<file path="src/logic/bmsl_pkg.sv">
// Shared constants for the one-bit modulator link and its sinc3 receiver
package bmsl_pkg;

	// Clock of both ends and the sample-clock limit
	localparam int unsigned CLK_PERIOD_PS     = 4000;
	localparam int unsigned SCLK_MAX_FREQ_KHZ = 16000;
	localparam int unsigned SCLK_MIN_PERIOD_PS = 1000000000 / SCLK_MAX_FREQ_KHZ;
	// Least period rounds up to whole cycles
	localparam int unsigned SCLK_PERIOD_CYC   =
		(SCLK_MIN_PERIOD_PS + CLK_PERIOD_PS - 1) / CLK_PERIOD_PS;

	// Analog input as signed code, full scale 320 mV
	localparam int unsigned ANALOG_W          = 16;
	localparam int unsigned FULL_SCALE_MV     = 320;
	localparam int unsigned SPEC_RANGE_MV     = 200;

	// Decimation and output word
	localparam int unsigned DECIM_RATE        = 256;
	localparam int unsigned WORD_W            = 16;
	localparam int unsigned SETTLE_WORDS      = 4;
	localparam logic [15:0] CODE_NEG_SPEC     = 16'h3000;
	localparam logic [15:0] CODE_MIDSCALE     = 16'h8000;
	localparam logic [15:0] CODE_POS_SPEC     = 16'hd000;

	// Receiver sequencing
	typedef enum logic [2:0] {
		BMSL_IDLE = 3'b001,
		BMSL_FILL = 3'b010,
		BMSL_RUN  = 3'b100
	} bmsl_state_t;

	function automatic int unsigned bmsl_clog2(input int unsigned v);
		int unsigned r;
		r = 0;
		while ((32'd1 << r) < v)
			r = r + 1;
		return r;
	endfunction : bmsl_clog2

endpackage : bmsl_pkg

</file>
<file path="src/logic/bmsl_link_if.sv">
// Two-wire link between modulator and filtering receiver
`timescale 1ns/1ps
interface bmsl_link_if;

	logic sample_clock_in;
	logic modulator_bit_out;

	modport modulator (
		input  sample_clock_in,
		output modulator_bit_out
	);

	modport receiver (
		output sample_clock_in,
		input  modulator_bit_out
	);

endinterface : bmsl_link_if

</file>
<file path="src/logic/bmsl_sinc3_rx.sv">
// Receiver end: sample clock source and sinc3 decimation filter
`timescale 1ns/1ps
module bmsl_sinc3_rx #(
	parameter int unsigned SCLK_PERIOD = bmsl_pkg::SCLK_PERIOD_CYC,
	parameter int unsigned DECIM       = bmsl_pkg::DECIM_RATE,
	parameter int unsigned WORD_W      = bmsl_pkg::WORD_W
) (
	input  wire logic              clock,
	input  wire logic              rst,
	bmsl_link_if.receiver          link,
	input  wire logic              run_en,
	output logic [WORD_W-1:0]      word_out,
	output logic                   word_valid,
	output logic                   settled
);

	localparam int unsigned LOG2D = bmsl_pkg::bmsl_clog2(DECIM);
	localparam int unsigned ACC_W = 3 * LOG2D;
	localparam int unsigned HALF  = SCLK_PERIOD / 2;
	localparam int unsigned DIV_W = bmsl_pkg::bmsl_clog2(HALF) + 1;
	localparam int unsigned SET_W = 3;

	generate
		if ((SCLK_PERIOD % 2) != 0 || SCLK_PERIOD < bmsl_pkg::SCLK_PERIOD_CYC)
		begin : g_bad_period
			$error("bmsl_sinc3_rx: SCLK_PERIOD must be even and within 16 MHz");
		end
		if ((32'd1 << LOG2D) != DECIM || ACC_W < WORD_W || ACC_W > 48)
		begin : g_bad_decim
			$error("bmsl_sinc3_rx: DECIM must be a power of two wide enough for WORD_W");
		end
		if (bmsl_pkg::SETTLE_WORDS >= (1 << SET_W))
		begin : g_bad_settle
			$error("bmsl_sinc3_rx: settle count too wide");
		end
	endgenerate

	bmsl_pkg::bmsl_state_t state_q;
	bmsl_pkg::bmsl_state_t state_d;

	// Sample clock made here by dividing the own clock
	logic [DIV_W-1:0] div_q;
	logic             sck_q;

	wire running  = (state_q != bmsl_pkg::BMSL_IDLE);
	wire div_wrap = (div_q == DIV_W'(HALF - 1));
	wire sck_rise = running & div_wrap & ~sck_q;

	always_ff @(posedge clock or posedge rst)
	begin
		if (rst)
		begin
			div_q <= '0;
			sck_q <= 1'b0;
		end
		else if (!running)
		begin
			div_q <= '0;
			sck_q <= 1'b0;
		end
		else
		begin
			div_q <= div_wrap ? '0 : div_q + 1'b1;
			if (div_wrap)
				sck_q <= ~sck_q;
		end
	end

	assign link.sample_clock_in = sck_q;

	// Modulator bit crosses in through three flip-flops
	logic bit_s1_q;
	logic bit_s2_q;
	logic bit_s3_q;
	logic bit_ok_q;

	always_ff @(posedge clock or posedge rst)
	begin
		if (rst)
		begin
			bit_s1_q <= 1'b0;
			bit_s2_q <= 1'b0;
			bit_s3_q <= 1'b0;
			bit_ok_q <= 1'b0;
		end
		else
		begin
			bit_s1_q <= link.modulator_bit_out;
			bit_s2_q <= bit_s1_q;
			bit_s3_q <= bit_s2_q;
			if (bit_s2_q == bit_s3_q)
				bit_ok_q <= bit_s3_q;
		end
	end

	// Integrators at the sample rate; bit taken at the next rising edge
	logic [ACC_W-1:0] acc1_q;
	logic [ACC_W-1:0] acc2_q;
	logic [ACC_W-1:0] acc3_q;
	logic [LOG2D-1:0] samp_cnt_q;

	wire [ACC_W-1:0] in_bit   = {{(ACC_W - 1){1'b0}}, bit_ok_q};
	wire             dec_tick = sck_rise & (samp_cnt_q == LOG2D'(DECIM - 1));

	always_ff @(posedge clock or posedge rst)
	begin
		if (rst)
		begin
			acc1_q     <= '0;
			acc2_q     <= '0;
			acc3_q     <= '0;
			samp_cnt_q <= '0;
		end
		else if (!running)
		begin
			acc1_q     <= '0;
			acc2_q     <= '0;
			acc3_q     <= '0;
			samp_cnt_q <= '0;
		end
		else if (sck_rise)
		begin
			acc1_q     <= acc1_q + in_bit;
			acc2_q     <= acc2_q + acc1_q;
			acc3_q     <= acc3_q + acc2_q;
			samp_cnt_q <= samp_cnt_q + 1'b1;
		end
	end

	// Differentiators once per decimated word
	logic [ACC_W-1:0] acc3_d_q;
	logic [ACC_W-1:0] diff1_q;
	logic [ACC_W-1:0] diff1_d_q;
	logic [ACC_W-1:0] diff2_q;
	logic [ACC_W-1:0] diff2_d_q;
	logic [ACC_W-1:0] diff3_q;
	logic             word_stb_q;

	always_ff @(posedge clock or posedge rst)
	begin
		if (rst)
		begin
			acc3_d_q   <= '0;
			diff1_q    <= '0;
			diff1_d_q  <= '0;
			diff2_q    <= '0;
			diff2_d_q  <= '0;
			diff3_q    <= '0;
			word_stb_q <= 1'b0;
		end
		else
		begin
			word_stb_q <= dec_tick;
			if (!running)
			begin
				acc3_d_q  <= '0;
				diff1_q   <= '0;
				diff1_d_q <= '0;
				diff2_q   <= '0;
				diff2_d_q <= '0;
				diff3_q   <= '0;
			end
			else if (dec_tick)
			begin
				diff1_q   <= acc3_q - acc3_d_q;
				diff2_q   <= diff1_q - diff1_d_q;
				diff3_q   <= diff2_q - diff2_d_q;
				acc3_d_q  <= acc3_q;
				diff1_d_q <= diff1_q;
				diff2_d_q <= diff2_q;
			end
		end
	end

	// First words are discarded while the filter pipeline fills
	logic [SET_W-1:0] settle_q;

	wire settle_done = (settle_q == SET_W'(bmsl_pkg::SETTLE_WORDS));

	always_comb
	begin
		state_d = state_q;
		unique case (state_q)
			bmsl_pkg::BMSL_IDLE:
				if (run_en)
					state_d = bmsl_pkg::BMSL_FILL;
			bmsl_pkg::BMSL_FILL:
				if (!run_en)
					state_d = bmsl_pkg::BMSL_IDLE;
				else if (settle_done)
					state_d = bmsl_pkg::BMSL_RUN;
			bmsl_pkg::BMSL_RUN:
				if (!run_en)
					state_d = bmsl_pkg::BMSL_IDLE;
			default:
				state_d = bmsl_pkg::BMSL_IDLE;
		endcase
	end

	wire in_run = (state_q == bmsl_pkg::BMSL_RUN);

	always_ff @(posedge clock or posedge rst)
	begin
		if (rst)
		begin
			state_q  <= bmsl_pkg::BMSL_IDLE;
			settle_q <= '0;
		end
		else
		begin
			state_q <= state_d;
			if (state_q != bmsl_pkg::BMSL_FILL)
				settle_q <= '0;
			else if (word_stb_q && !settle_done)
				settle_q <= settle_q + 1'b1;
		end
	end

	// Output word: top bits of the third difference
	always_ff @(posedge clock or posedge rst)
	begin
		if (rst)
		begin
			word_out   <= '0;
			word_valid <= 1'b0;
			settled    <= 1'b0;
		end
		else
		begin
			word_valid <= word_stb_q & in_run & run_en;
			settled    <= in_run & run_en;
			if (word_stb_q)
				word_out <= diff3_q[ACC_W-1 -: WORD_W];
		end
	end

endmodule : bmsl_sinc3_rx

</file>
<file path="src/flat_wrapper.sv">
// flat-port wrapper written by rule: the top's interface ports become plain ports
module bmsl_sinc3_rx_flat 
#(
	parameter int unsigned SCLK_PERIOD = bmsl_pkg::SCLK_PERIOD_CYC,
	parameter int unsigned DECIM       = bmsl_pkg::DECIM_RATE,
	parameter int unsigned WORD_W      = bmsl_pkg::WORD_W
)
  (clock, rst, run_en, word_out, word_valid, settled, link_sample_clock_in, link_modulator_bit_out);
  bmsl_link_if link_i ();
  input  wire logic clock;
  input  wire logic rst;
  input  wire logic run_en;
  output logic [WORD_W-1:0] word_out;
  output logic word_valid;
  output logic settled;
  output wire logic [$bits(link_i.sample_clock_in)-1:0] link_sample_clock_in;
  input wire logic [$bits(link_i.modulator_bit_out)-1:0] link_modulator_bit_out;
  assign link_sample_clock_in = link_i.sample_clock_in;
  assign link_i.modulator_bit_out = link_modulator_bit_out;
  bmsl_sinc3_rx #(.SCLK_PERIOD(SCLK_PERIOD), .DECIM(DECIM), .WORD_W(WORD_W)) u_core (.clock(clock), .rst(rst), .link(link_i), .run_en(run_en), .word_out(word_out), .word_valid(word_valid), .settled(settled));
endmodule
</file>
<file path="config.mk">
export PLATFORM = sky130hd
export DESIGN_NAME = bmsl_sinc3_rx_flat
export DESIGN_NICKNAME = d
export VERILOG_FILES = /design/src/logic/bmsl_pkg.sv /design/src/logic/bmsl_link_if.sv /design/src/logic/bmsl_sinc3_rx.sv /design/src/flat_wrapper.sv
export SDC_FILE = /design/constraint.sdc
export NUM_CORES = 1
export LEC_CHECK = 0
export BUFFER_PORTS_ARGS = -buffer_cell sky130_fd_sc_hd__buf_2
export CAP_MARGIN = 20
export CELL_PAD_IN_SITES_DETAIL_PLACEMENT = 1
export CELL_PAD_IN_SITES_GLOBAL_PLACEMENT = 1
export CORE_MARGIN = 2
export CORE_UTILIZATION = 30
export CTS_CLUSTER_SIZE = 8
export DETAILED_ROUTE_END_ITERATION = 10
export PLACE_DENSITY = 0.54
export SYNTH_ARGS = -nofsm -noshare
export SYNTH_HDL_FRONTEND = slang
export SYNTH_SLANG_ARGS = --single-unit
</file>
<file path="constraint.sdc">
create_clock -name clock -period 8.8 [get_ports clock]
set_input_delay 1.32 -clock clock [delete_from_list [all_inputs] [get_ports clock]]
set_output_delay 1.32 -clock clock [all_outputs]
set_load 0.02 [all_outputs]
</file>
After elaboration in Yosys (flattened, before gate mapping). Index checks and enable logic that the tools add are counted.

Bits in registers: 258. Bits in latches: 0. Bits in writable memories: 0. ROM bits: 0. Input bits: 4. Output and inout port bits: 19. Logic and storage cells: 88. Memories kept: 0.

Add/sub/neg operators: 9. $mul: 0. Divide/modulo/power cells: 0. Magnitude comparators: 0. Equal/unequal tests: 15. Shift operators: 0. Multiplexer cells: 31. Bitwise operators: 7. Reduce and logical (&&, ||, !) cells: 4.

Operators by type and width (count): $mux 24 (18); $sub 24x24->24 (3); $add 24x24->24 (2); $add 24x1->24 (1); $mux 3 (6); $mux 8 (2); $ne 2x2->1 const B (5); $pmux 3 s3 (1); $add 8x1->8 const B (1); $eq 8x8->1 const B (1); $mux 4 (2); $and 1x1->1 (6); $eq 3x3->1 const B (2); $ne 3x2->1 const B (2); $add 4x1->4 const B (1); $eq 4x3->1 const B (1); $add 3x1->3 const B (1); $eq 3x1->1 const B (1); $eq 3x2->1 const B (1); $ne 3x1->1 const B (1); $reduce_and 3->1 (1); $mux 1 (2); $reduce_bool 2->1 (1); $eq 1x1->1 (1); 3 further kinds (3).

Logic depth before layout (Yosys ltp). Gate-level depths: netlist of the first run.

Depth in word-level cells: 6. Mapped depth: 12. Depth with buffers taken out: 12.

Least setup slack after synthesis of the first run. OpenSTA, ideal clock, no wires.

Kind: register to register. Start point: reg u_core.acc1_q[2]. End point: reg u_core.acc2_q[18]. Setup time: 0.120 ns. Arrival time: 2.485 ns. Required time: 8.680 ns. Setup slack: 6.195 ns. Stages on the path, launching flop included: 11. Path buffers: 0. Clock period less this slack: 2.605 ns. Path through: dfrtp_1 -> ha_1 -> nor2b_1 -> o31a_1 -> o31a_1 -> o21ai_1 -> a31oi_1 -> or2_2 -> a31oi_1 -> mux2i_1 -> nor2_1.

Longest elaborated chain between the ends: 3.

RTL lines: start, declared (line bmsl_sinc3_rx.sv:97) `logic [ACC_W-1:0] acc1_q;`; start signal, assigned (line bmsl_sinc3_rx.sv:123) `acc1_q <= acc1_q + in_bit;`; $add 24x24->24 (line bmsl_sinc3_rx.sv:124) `acc2_q <= acc2_q + acc1_q;`; $mux 24 (line bmsl_sinc3_rx.sv:121) `else if (sck_rise)`; $mux 24 (line bmsl_sinc3_rx.sv:114) `else if (!running)`; end signal, assigned (line bmsl_sinc3_rx.sv:124); end, declared (line bmsl_sinc3_rx.sv:98) `logic [ACC_W-1:0] acc2_q;`.

Every way passes these cells. The select of a mux whose other input is x is not followed. A chain may end at the register's enable or synchronous reset.

Final worst setup path of the first run.
Start point: reg u_core.div_q[0]. End point: reg u_core.diff2_q[22].

Longest elaborated chain between the ends: 5.

RTL lines: start, declared (line bmsl_sinc3_rx.sv:42) `logic [DIV_W-1:0] div_q;`; start signal, assigned (line bmsl_sinc3_rx.sv:63) `div_q <= div_wrap ? '0 : div_q + 1'b1;`; $eq 4x3->1 (line bmsl_sinc3_rx.sv:46) `wire div_wrap = (div_q == DIV_W'(HALF - 1));`; $and 1x1->1 (2 in series) (line bmsl_sinc3_rx.sv:47) `wire sck_rise = running & div_wrap & ~sck_q;`; $and 1x1->1 (line bmsl_sinc3_rx.sv:103) `wire dec_tick = sck_rise & (samp_cnt_q == LOG2D'(DECIM - 1));`; $ne 2x2->1 (no line); end signal, assigned (line bmsl_sinc3_rx.sv:166) `diff2_q <= diff1_q - diff1_d_q;`; end, declared (line bmsl_sinc3_rx.sv:134) `logic [ACC_W-1:0] diff2_q;`.

Every way passes these cells.

==> results of run 1 <==
## power by group through the flow
stage | clock, mW | sequential (mW) | combinational (mW)
floorplan | 0 | 1.19 | 0.104
detailed placement | 0 | 1.19 | 0.158
finish | 1.32 | 1.17 | 0.154
global route | 1.42 | 1.17 | 0.178
CTS | 1.38 | 1.17 | 0.158
global placement | 0 | 1.19 | 0.155
## kinds of logic (layout without fill, tap and decap cells)
group | after synthesis | count (layout)
buffers and inverters | 179 | 191
XOR/XNOR | 110 | 110
AND/OR/NAND/NOR | 539 | 539
multiplexers | 21 | 21
adder cells (fa/ha/maj) | 125 | 125
AO/OA/AOI/OAI | 503 | 503
flip-flops | 250 | 250
## metal layers
| layer | share of wire, % | global-route usage (%) | vias up | wire length (um) |
|---|---|---|---|---|
| li1 | - | - | 6084 | - |
| met1 | 47 | 18.6 | 5745 | 17600 |
| met2 | 48 | 26.3 | 85 | 17900 |
| met3 | 2.4 | 2.27 | 55 | 896 |
| met4 | 2.6 | 4.95 | 0 | 978 |
| met5 | 0 | 0 | - | 0 |
## flip-flops by register name (all words and copies together) (netlist names), 3 cells and up
register,count
u_core.diff1_q,24
u_core.acc1_q,24
u_core.state_q,3
u_core.acc2_q,24
u_core.samp_cnt_q,8
u_core.settle_q,3
u_core.diff2_q,24
u_core.diff2_d_q,24
u_core.div_q,4
u_core.acc3_q,24
u_core.word_out,16
u_core.diff3_q,16
u_core.diff1_d_q,24
u_core.acc3_d_q,24
## final cells by class
class | count | area (um^2) | area share [%]
Clock buffer | 53 | 1030 | 6.00
Clock inverter | 1 | 8.76 | 0.0511
Inverter | 103 | 397 | 2.31
Multi-Input combinational cell | 1298 | 8370 | 48.8
Sequential cell | 250 | 6260 | 36.5
Tap cell | 672 | 841 | 4.90
Timing Repair Buffer | 34 | 253 | 1.47
## critical path, cell delays in order (launching register included)
cell and delay, ns:
dfrtp_1 0.36, ha_1 0.25, nand4bb_2 0.12, buf_4 0.32
nor2_1 0.40, nand4_1 0.23, inv_4 0.35, buf_4 0.84
o21ai_0 0.20, nor3_1 0.18, a21oi_1 0.08
## through the flow
stage / total power, mW / util (%)
finish: 2.64 / 34.2
floorplan: 1.29 / -
global placement: 1.34 / 32.0
CTS: 2.71 / 34.1
global route: 2.77 / 34.2
detailed placement: 1.35 / 32.0
## layout by cell type, fill, tap and decap left out, drive strengths merged, types with 5 or more instances in the layout
cell type  Yosys  layout
o21bai        12      12
or2            6       6
o21ai        147     147
mux2          16      16
nand4         17      17
o211ai         8       8
nor3b          5       5
nor2         100     100
xnor2         59      59
a211o          6       6
clkbuf        69      53
buf            7      34
and3          16      16
ha           120     120
nand3         79      79
mux2i          5       5
a21o          48      48
nand2        239     239
xor2          51      51
nand2b        14      14
a21boi         6       6
a21oi        141     141
a211oi        13      13
a31oi         19      19
o31ai         71      71
nor2b         12      12
o21a           7       7
dfrtp        249     249
inv          103     104
a41oi          5       5
or3           13      13
nor3          20      20
## how the worst max path moves through the flow
stage                                                end  cells past startpoint  slack [ns]
after detailed placement  u_core.diff2_q[22]$_DFFE_PP0P_                     10        5.18
after global routing      u_core.diff2_q[22]$_DFFE_PP0P_                     10        4.73
after global placement    u_core.diff2_q[22]$_DFFE_PP0P_                     10        5.24
final                     u_core.diff2_q[22]$_DFFE_PP0P_                     10        5.24
after CTS                 u_core.diff2_q[22]$_DFFE_PP0P_                     10        5.18
after floorplan             u_core.acc1_q[0]$_DFFE_PP0P_                      1        0.61
==> flow_summary_export.csv, run 1 <==
group,metric,value,unit
place,post-dp-hpwl,25400,um
worst_setup_path,worstPathRequired,9.22,ns
layout,n_antenna_cell,0,
worst_setup_path,crit_type,"register to register",
pwr,combPwrFrac,5.8,%
die,io_pins,23,
synth,synthTopCellsByCount,"249 x dfrtp_1, 239 x nand2_1, 143 x o21ai_0",
clock_tree,path_clk_slew,0.05,ns
routing,ant_nets,0,
place,gp_congestion,0.782,
routing,routedWlPerCell,15.5,um
pwr,p_switching,0.653,mW
global_route,grt_pass1_wl,65700,um
synth,yosys_warnings,0,
synth,synth_mux_area_share,1.51,%
clock_tree,cts.sinks,250,
outcome,outcome,"complete, no violations",
pwr,power.sequential.fraction,44.2,%
global_route,grt.overflow.total,0,
place,pre_cts_ws,5.18,ns
timing,fin_crit_sh,40.5,%
synth,synth.distinct_cells,62,
layout,syn_to_final_growth,12.3,%
global_route,antenna_found_initial,0,
hold_path,holdPathEnd,"u_core.bit_s2_q$_DFF_PP0_",
pwr,p_clk_share,50.0,%
place,dpl-instance-area,16100,um^2
die,num_rows,82,
hold_path,hp-start,"u_core.bit_s1_q$_DFF_PP0_",
routing,first_pass_iters,4,
clock_tree,cts_hold_buf,0,
timing,hold_ws,0.353,ns
pwr,p_per_area,154,nW/um^2
hold_path,holdPathStages,0,
worst_setup_path,ff2ff_path_depth,10,
timing,tightest_slew,1.03,ns
synth,synth_area,15300,um^2
die,start_util,30.5,%
routing,drtIter0Drc,385,
synth,netlist.area_leader.share,40.8,%
die,die_w,230,um
clock_tree,cts_resized,0,
synth,syn_area_per_cell,8.85,um^2
global_route,grt_usage,14.9,%
timing,hold_viol_final,0,
timing,setup_ws,5.24,ns
synth,synth_edf_count,0,
layout,stdcell_area,17200,um^2
pwr,intPower,1.99,mW
synth,ys_dominant_reg_cell,"dfrtp_1",
worst_setup_path,worstPathArrival,3.98,ns
synth,synth.area.top_cells,"dfrtp_1 41%, ha_1 9.8%, nand2_1 5.9%",
global_route,grt_pass1_vias,12919,
layout,nets,1852,
timing,skew,0.0151,ns
synth,async_reset_ff_share,100,%
pwr,p_leak,7.83,nW
clock_tree,cts_tree,"built",
pwr,ir_drop,119,uV
worst_setup_path,critPathLaunchType,"register",
timing,setup_viol,0,
clock_tree,htree_levels,2,
worst_setup_path,endpoint_kind,"register",
clock_tree,cts.path.max_buffers,3,
job,max-cap-violations,0,
place,port_buffers,22,
synth,synth_xor_area_share,6.31,%
synth,synth_simple_gate_area_share,16.0,%
worst_setup_path,crit_start,"u_core.div_q[0]$_DFF_PP0_",
clock_tree,cts_setup_buffers,0,
routing,dr_total_vias,11969,
place,placed_cells,2355,
timing,setup-tns-final,0,ns
clock_tree,clk_latency,0.54,ns
synth,seq_area_frac_synth,41.0,%
synth,synth-seq-cells,250,
die,die_h,230,um
layout,num-fill-cells,5844,
synth,synth_compound_area_share,20.4,%
timing,slew_viol_final,0,
synth,synthCells,1727,
synth,synthAdderAreaFrac,10.4,%
synth,synth_top_area_cell,"dfrtp_1",
pwr,p_sw_share,24.7,%
hold_path,hold_class,"register to register",
timing,rsz0062_at_grt,"false",
worst_setup_path,r2r_slack,5.24,ns
synth,synth_most_common_cell,"dfrtp_1",
routing,wirelength,37400,um
synth,syn_nets,1855,
timing,fmax,281,MHz
clock_tree,numCtsBuffers,37,
worst_setup_path,reg2reg_from,"u_core.div_q[0]$_DFF_PP0_",
timing,relSlewSlack,31.2,%
synth,synth_top_family_by_area,"compound AO/OA/AOI/OAI gates",
worst_setup_path,critPathMaxFanout,99,
die,core_region_area,50200,um^2
timing,min_period,3.56,ns
worst_setup_path,r2r-end,"u_core.diff2_q[22]$_DFFE_PP0P_",
layout,fin_cells,2411,
routing,drc_errors,0,
die,dieArea,52700,um^2
layout,drive_gt1_share,6.33,%
global_route,grt_max_degree,139,
clock_tree,cts-root-buf,"clkbuf_16",
routing,vias_per_cell,4.96,
No activity file was read; power rests on OpenSTA's default activity.
==> run 2, diff against run 1 <==
ABC_AREA = 1   (was default)
PLACE_DENSITY = 0.59   (was 0.54)
clock period = 2.9 ns   (was 8.8 ns; I/O delays follow)
==> flow_summary_export.csv, run 2 <==
group,metric,value,unit
place,gp_congestion,0.897,
synth,synth.area.top_cells,"dfrtp_1 35%, nand2_1 22%, inv_1 8.8%",
outcome,outcome,"complete, no violations",
clock_tree,numCtsBuffers,38,
place,port_buffers,22,
synth,seq_area_frac_synth,35.3,%
routing,drtIter0Drc,679,
synth,synth_most_common_cell,"nand2_1",
timing,setup-tns-final,0,ns
timing,fin_crit_sh,78.8,%
timing,fmax,438,MHz
worst_setup_path,worstPathRequired,3.33,ns
pwr,p_leak,11.1,nW
pwr,p_per_area,419,nW/um^2
global_route,grt_pass1_vias,17656,
layout,n_antenna_cell,0,
worst_setup_path,endpoint_kind,"register",
clock_tree,cts.path.max_buffers,3,
die,die_h,247,um
clock_tree,clk_latency,0.55,ns
synth,synthTopCellsByCount,"1041 x nand2_1, 416 x inv_1, 249 x dfrtp_1",
worst_setup_path,cpPeakStageDelay,0.42,ns
clock_tree,htree_levels,2,
synth,synth_area,17700,um^2
synth,synth.distinct_cells,45,
synth,synth_top_area_cell,"dfrtp_1",
synth,yosys_warnings,0,
timing,relSlewSlack,49.8,%
routing,routedWlPerCell,16.4,um
timing,slew_viol_final,0,
pwr,power.sequential.fraction,42.4,%
timing,skew,0.0253,ns
worst_setup_path,worstPathArrival,2.72,ns
timing,setup_ws,0.615,ns
pwr,ir_drop,427,uV
global_route,grt_usage,19.4,%
pwr,combPwrFrac,7.0,%
timing,hold_viol_final,0,
global_route,grt.overflow.total,0,
worst_setup_path,critPathBufInv,2,
synth,synth-seq-cells,250,
layout,num-fill-cells,7465,
layout,multiInputGateArea,9670,um^2
die,num_rows,89,
synth,synthCells,2679,
layout,final_cell_mix,"1041 x nand2_1, 415 x inv_1, 249 x dfrtp_1",
clock_tree,cts.sinks,250,
global_route,grt_max_degree,88,
pwr,p_switching,2.15,mW
clock_tree,cts_tree,"built",
timing,min_period,2.28,ns
routing,drc_errors,0,
routing,wirelength,57400,um
layout,syn_to_final_growth,12.5,%
die,die_w,247,um
worst_setup_path,cp_top_family,"simple AND/OR/NAND/NOR gates",
synth,synth_edf_count,0,
place,pre_cts_ws,0.495,ns
die,dieArea,61000,um^2
place,post-dp-hpwl,45200,um
synth,ys_dominant_reg_cell,"dfrtp_1",
clock_tree,cts_resized,0,
worst_setup_path,critPathSlowestCell,"fa_1",
timing,rsz0062_at_grt,"false",
hold_path,hold_class,"primary input to register",
layout,nets,2844,
worst_setup_path,critPathLaunchType,"register",
layout,drive_gt1_share,3.81,%
clock_tree,path_clk_slew,0.05,ns
global_route,antenna_found_initial,0,
worst_setup_path,critPathMaxFanout,5,
die,start_util,30.2,%
pwr,p_sw_share,25.7,%
pwr,intPower,6.21,mW
worst_setup_path,cpMostUsedCell,"nand2_1",
routing,first_pass_iters,5,
timing,tightest_slew,0.752,ns
global_route,grt_pass1_wl,94400,um
job,max-cap-violations,0,
synth,async_reset_ff_share,100,%
die,core_region_area,58700,um^2
layout,regArea,6260,um^2
worst_setup_path,crit_type,"register to register",
clock_tree,cts-root-buf,"clkbuf_16",
pwr,p_clk_share,50.6,%
timing,setup_viol,0,
routing,dr_total_vias,16727,
routing,ant_nets,0,
worst_setup_path,path_cells,"inv_1 -> ha_1 -> fa_1 -> inv_1 -> nand3_1 -> nand3_1 -> nand2_1 -> nand2_1 -> nand2_1 -> nand3_1 -> nand2_1 -> nand3_1 -> nand2_1",
synth,netlist.area_leader.share,35.2,%
synth,syn_area_per_cell,6.61,um^2
die,io_pins,23,
layout,final_common_cell,"nand2_1",
routing,vias_per_cell,4.78,
synth,syn_nets,2807,
==> run 2: per-stage QoR <==
step | cells | cell area [um^2] | total power, mW | utilization [%] | hold slack [ns]
detailed placement | 3447 | 18800 | 4.21 | 32.1 | 0.343
CTS | 3502 | 19900 | 8.54 | 34.0 | 0.0598
global route | 3502 | 19900 | 8.73 | 34.0 | 0.0875
floorplan | 2679 | 17700 | 3.96 | - | 0.331
finish | 3502 | 19900 | 8.36 | 34.0 | 0.0881
global placement | 3447 | 18800 | 4.20 | 32.1 | 0.340
==> run 2: path summary, 6_finish.rpt <==
path                                              start                              to  slack [ns]  depth (start not counted)
max                        u_core.acc3_q[0]$_DFFE_PP0P_  u_core.diff1_q[22]$_DFFE_PP0P_        0.62                         13
min                                              run_en   u_core.state_q[0]$_DFFE_PP1P_        0.09                          2
max reg2reg                u_core.acc3_q[0]$_DFFE_PP0P_  u_core.diff1_q[22]$_DFFE_PP0P_        0.62                         13
min reg2reg                   u_core.bit_s1_q$_DFF_PP0_       u_core.bit_s2_q$_DFF_PP0_        0.35                          0
max in group asynchronous                           rst  u_core.diff1_q[22]$_DFFE_PP0P_        1.42                          4
min in group asynchronous                           rst   u_core.acc3_q[19]$_DFFE_PP0P_        0.49                          3
==> run 2: layer usage <==
layer / GRT usage, % / part of all wire [%]
met1: 25.0 / 48
met3: 2.59 / 2.2
met2: 34.1 / 48
met4: 4.59 / 2.1
met5: 0 / 0
==> run 2: cells by family after synthesis <==
family | after synthesis | share of synthesized area, %
AND/OR/NAND/NOR | 1525 | 35.3
buffers and inverters | 466 | 10.1
AO/OA/AOI/OAI | 277 | 8.47
flip-flops | 250 | 35.3
adder cells (fa/ha/maj) | 125 | 8.99
XOR/XNOR | 36 | 1.78
==> run 2: cell type report <==
cell class	instances	share of cell area, %
Tap cell	773	4.85
Timing Repair Buffer	44	1.85
Clock inverter	2	0.195
Clock buffer	51	5.27
Multi-Input combinational cell	1963	48.5
Inverter	419	7.91
Sequential cell	250	31.4
==> run 2: repair_timing <==
| item | CTS | global route |
|---|---|---|
| hold buffers | 2 | 0 |
| hold endpoints to repair | 11 | 0 |
| setup buffers | 0 | 0 |
==> run 2: power groups by stage <==
stage | Sequential (mW) | Clock (mW) | Combinational, mW
floorplan | 3.60 | 0 | 0.362
global placement | 3.60 | 0 | 0.606
detailed placement | 3.60 | 0 | 0.615
CTS | 3.54 | 4.38 | 0.617
global route | 3.54 | 4.52 | 0.673
finish | 3.54 | 4.23 | 0.589
==> run 3, diff against run 2 <==
ABC_AREA = 0   (was 1)
PLACE_DENSITY = 0.54   (was 0.59)
clock period = 2.35 ns   (was 2.9 ns; I/O delays follow)
==> flow_summary_export.csv, run 3 (synthesized netlist as in run 1, its figures left out) <==
group,metric,value,unit
outcome,outcome,"finished, violations left",
outcome,violations,"setup timing",
global_route,grt_pass1_wl,73200,um
timing,min_period,2.66,ns
hold_path,hold_class,"register to register",
timing,rsz0062_at_grt,"true",
timing,hold_viol_final,0,
routing,drtIter0Drc,404,
die,die_w,230,um
pwr,p_per_area,477,nW/um^2
worst_setup_path,critPathBufInv,2,
clock_tree,cts-root-buf,"clkbuf_16",
worst_setup_path,crit_type,"register to register",
pwr,p_leak,9.52,nW
hold_path,hp-start,"u_core.bit_s1_q$_DFF_PP0_",
place,post-dp-hpwl,29600,um
global_route,grt_max_degree,85,
timing,relSlewSlack,46.5,%
die,start_util,30.5,%
layout,nets,2158,
global_route,antenna_found_initial,0,
clock_tree,cts.path.max_buffers,3,
worst_setup_path,cp_top_family,"compound AO/OA/AOI/OAI gates",
global_route,grt.overflow.total,0,
layout,num-fill-cells,5696,
layout,multiInputGateArea,9570,um^2
die,num_rows,82,
layout,final_cell_mix,"276 x buf_4, 242 x dfrtp_1, 234 x nand2_1",
die,io_pins,23,
pwr,power,9.94,mW
die,die_h,230,um
pwr,ir_drop,392,uV
routing,first_pass_iters,4,
worst_setup_path,endpoint_kind,"register",
global_route,grt_usage,16.7,%
worst_setup_path,path_cells,"buf_6 -> ha_4 -> inv_2 -> fa_2 -> nor2b_4 -> o21ai_2 -> a21oi_2 -> o31a_1 -> a21o_1 -> a21oi_4 -> o31ai_4 -> mux2i_1 -> nor2_1",
timing,setup_ws,-0.307,ns
routing,wirelength,42800,um
layout,regArea,6270,um^2
worst_setup_path,critPathSlowestCell,"dfrtp_1",
clock_tree,htree_levels,2,
worst_setup_path,worstPathArrival,3.08,ns
routing,vias_per_cell,4.88,
worst_setup_path,reg2reg_from,"u_core.acc2_q[0]$_DFFE_PP0P_",
die,dieArea,52700,um^2
layout,final_common_cell,"buf_4",
job,max-cap-violations,0,
clock_tree,numCtsBuffers,37,
timing,fmax,376,MHz
worst_setup_path,critPathMaxFanout,3,
timing,fin_crit_sh,113,%
timing,hold_ws,0.349,ns
layout,n_antenna_cell,0,
layout,drive_gt1_share,29.6,%
global_route,grt_pass1_vias,14490,
worst_setup_path,critPathLaunchType,"register",
worst_setup_path,worstPathRequired,2.77,ns
layout,syn_to_final_growth,36.4,%
worst_setup_path,crit_start,"u_core.acc2_q[0]$_DFFE_PP0P_",
worst_setup_path,cpPeakStageDelay,0.40,ns
clock_tree,path_clk_slew,0.05,ns
routing,routedWlPerCell,15.8,um
clock_tree,cts_tree,"built",
place,port_buffers,22,
clock_tree,cts.sinks,250,
timing,skew,0.0225,ns
timing,slew_viol_final,0,
place,gp_congestion,0.830,
timing,setup_viol,39,
timing,tightest_slew,0.803,ns
routing,dr_total_vias,13269,
clock_tree,clk_latency,0.56,ns
routing,ant_nets,0,
die,core_region_area,50200,um^2
routing,drc_errors,0,
run 3: cell types whose count changed in the layout (fill, tap and decap cells not counted), moves of 30 or more:
cell / before / now
o21ai_1: 0 / 34
buf_4: 13 / 276
xnor2_1: 13 / 50
o21ai_0: 132 / 87
nor2_1: 194 / 93
ha_1: 120 / 85
nand4_1: 49 / 17
nand2_1: 1041 / 234
a21o_1: 4 / 48
ha_4: 0 / 30
inv_1: 415 / 88
o31ai_1: 7 / 68
nand3_1: 172 / 77
a21oi_2: 0 / 33
run 3: area by class of cell:
class / count / area share [%]
clock buffers: 52 / 4.71
well taps: 672 / 4.04
flip-flops and latches: 250 / 30.1
clock inverters: 3 / 0.198
multi-input cells: 1298 / 45.9
repair buffers: 340 / 13.1
inverters: 103 / 1.90
run 3: metal layers:
metal | global-route usage, % | part of all wire [%]
met1 | 20.8 | 46
met2 | 30.1 | 50
met3 | 2.07 | 1.8
met4 | 4.97 | 2.0
met5 | 0 | 0
run 3: repair_timing:
item                                    4_1_cts  5_1_grt
hold endpoints to repair                     11        0
pin swaps                                    85      102
endpoints found under the setup margin       72       82
hold buffers                                  3        0
buffers inserted                             36       32
gates cloned                                  0        0
gates resized for setup                     148      126
run 3: power breakdown:
| group | internal [mW] | leakage, nW | switching (mW) |
|---|---|---|---|
| logic | 0.173 | 5.56 | 0.491 |
| registers | 4.34 | 3.47 | 0.0364 |
| clock network | 2.88 | 0.492 | 2.01 |
| total | 7.40 | 9.52 | 2.54 |
run 3: stage by stage:
stage | cells | TNS, ns | util (%) | instance area, um^2 | setup WS, ns
2_1_floorplan | 1727 | -322.12 | - | 15500 | -1.29
3_3_place_gp | 2604 | -11.49 | 36.3 | 18200 | -0.361
3_5_place_dp | 2604 | -14.62 | 36.3 | 18200 | -0.430
4_1_cts | 2696 | -4.52 | 40.2 | 20200 | -0.308
5_1_grt | 2718 | -11.96 | 41.5 | 20800 | -0.449
6_report | 2718 | -5.62 | 41.5 | 20800 | -0.307
run 3: worst paths after layout:
check                           slack [ns]  depth (start not counted)                              to
worst max-delay path                 -0.31                         13   u_core.acc3_q[22]$_DFFE_PP0P_
worst min-delay path                  0.35                          0       u_core.bit_s2_q$_DFF_PP0_
worst max register to register       -0.31                         13   u_core.acc3_q[22]$_DFFE_PP0P_
worst min register to register        0.35                          0       u_core.bit_s2_q$_DFF_PP0_
max in group asynchronous             1.12                          4  u_core.settle_q[1]$_DFFE_PP0P_
min in group asynchronous             0.40                          3    u_core.acc2_q[1]$_DFFE_PP0P_
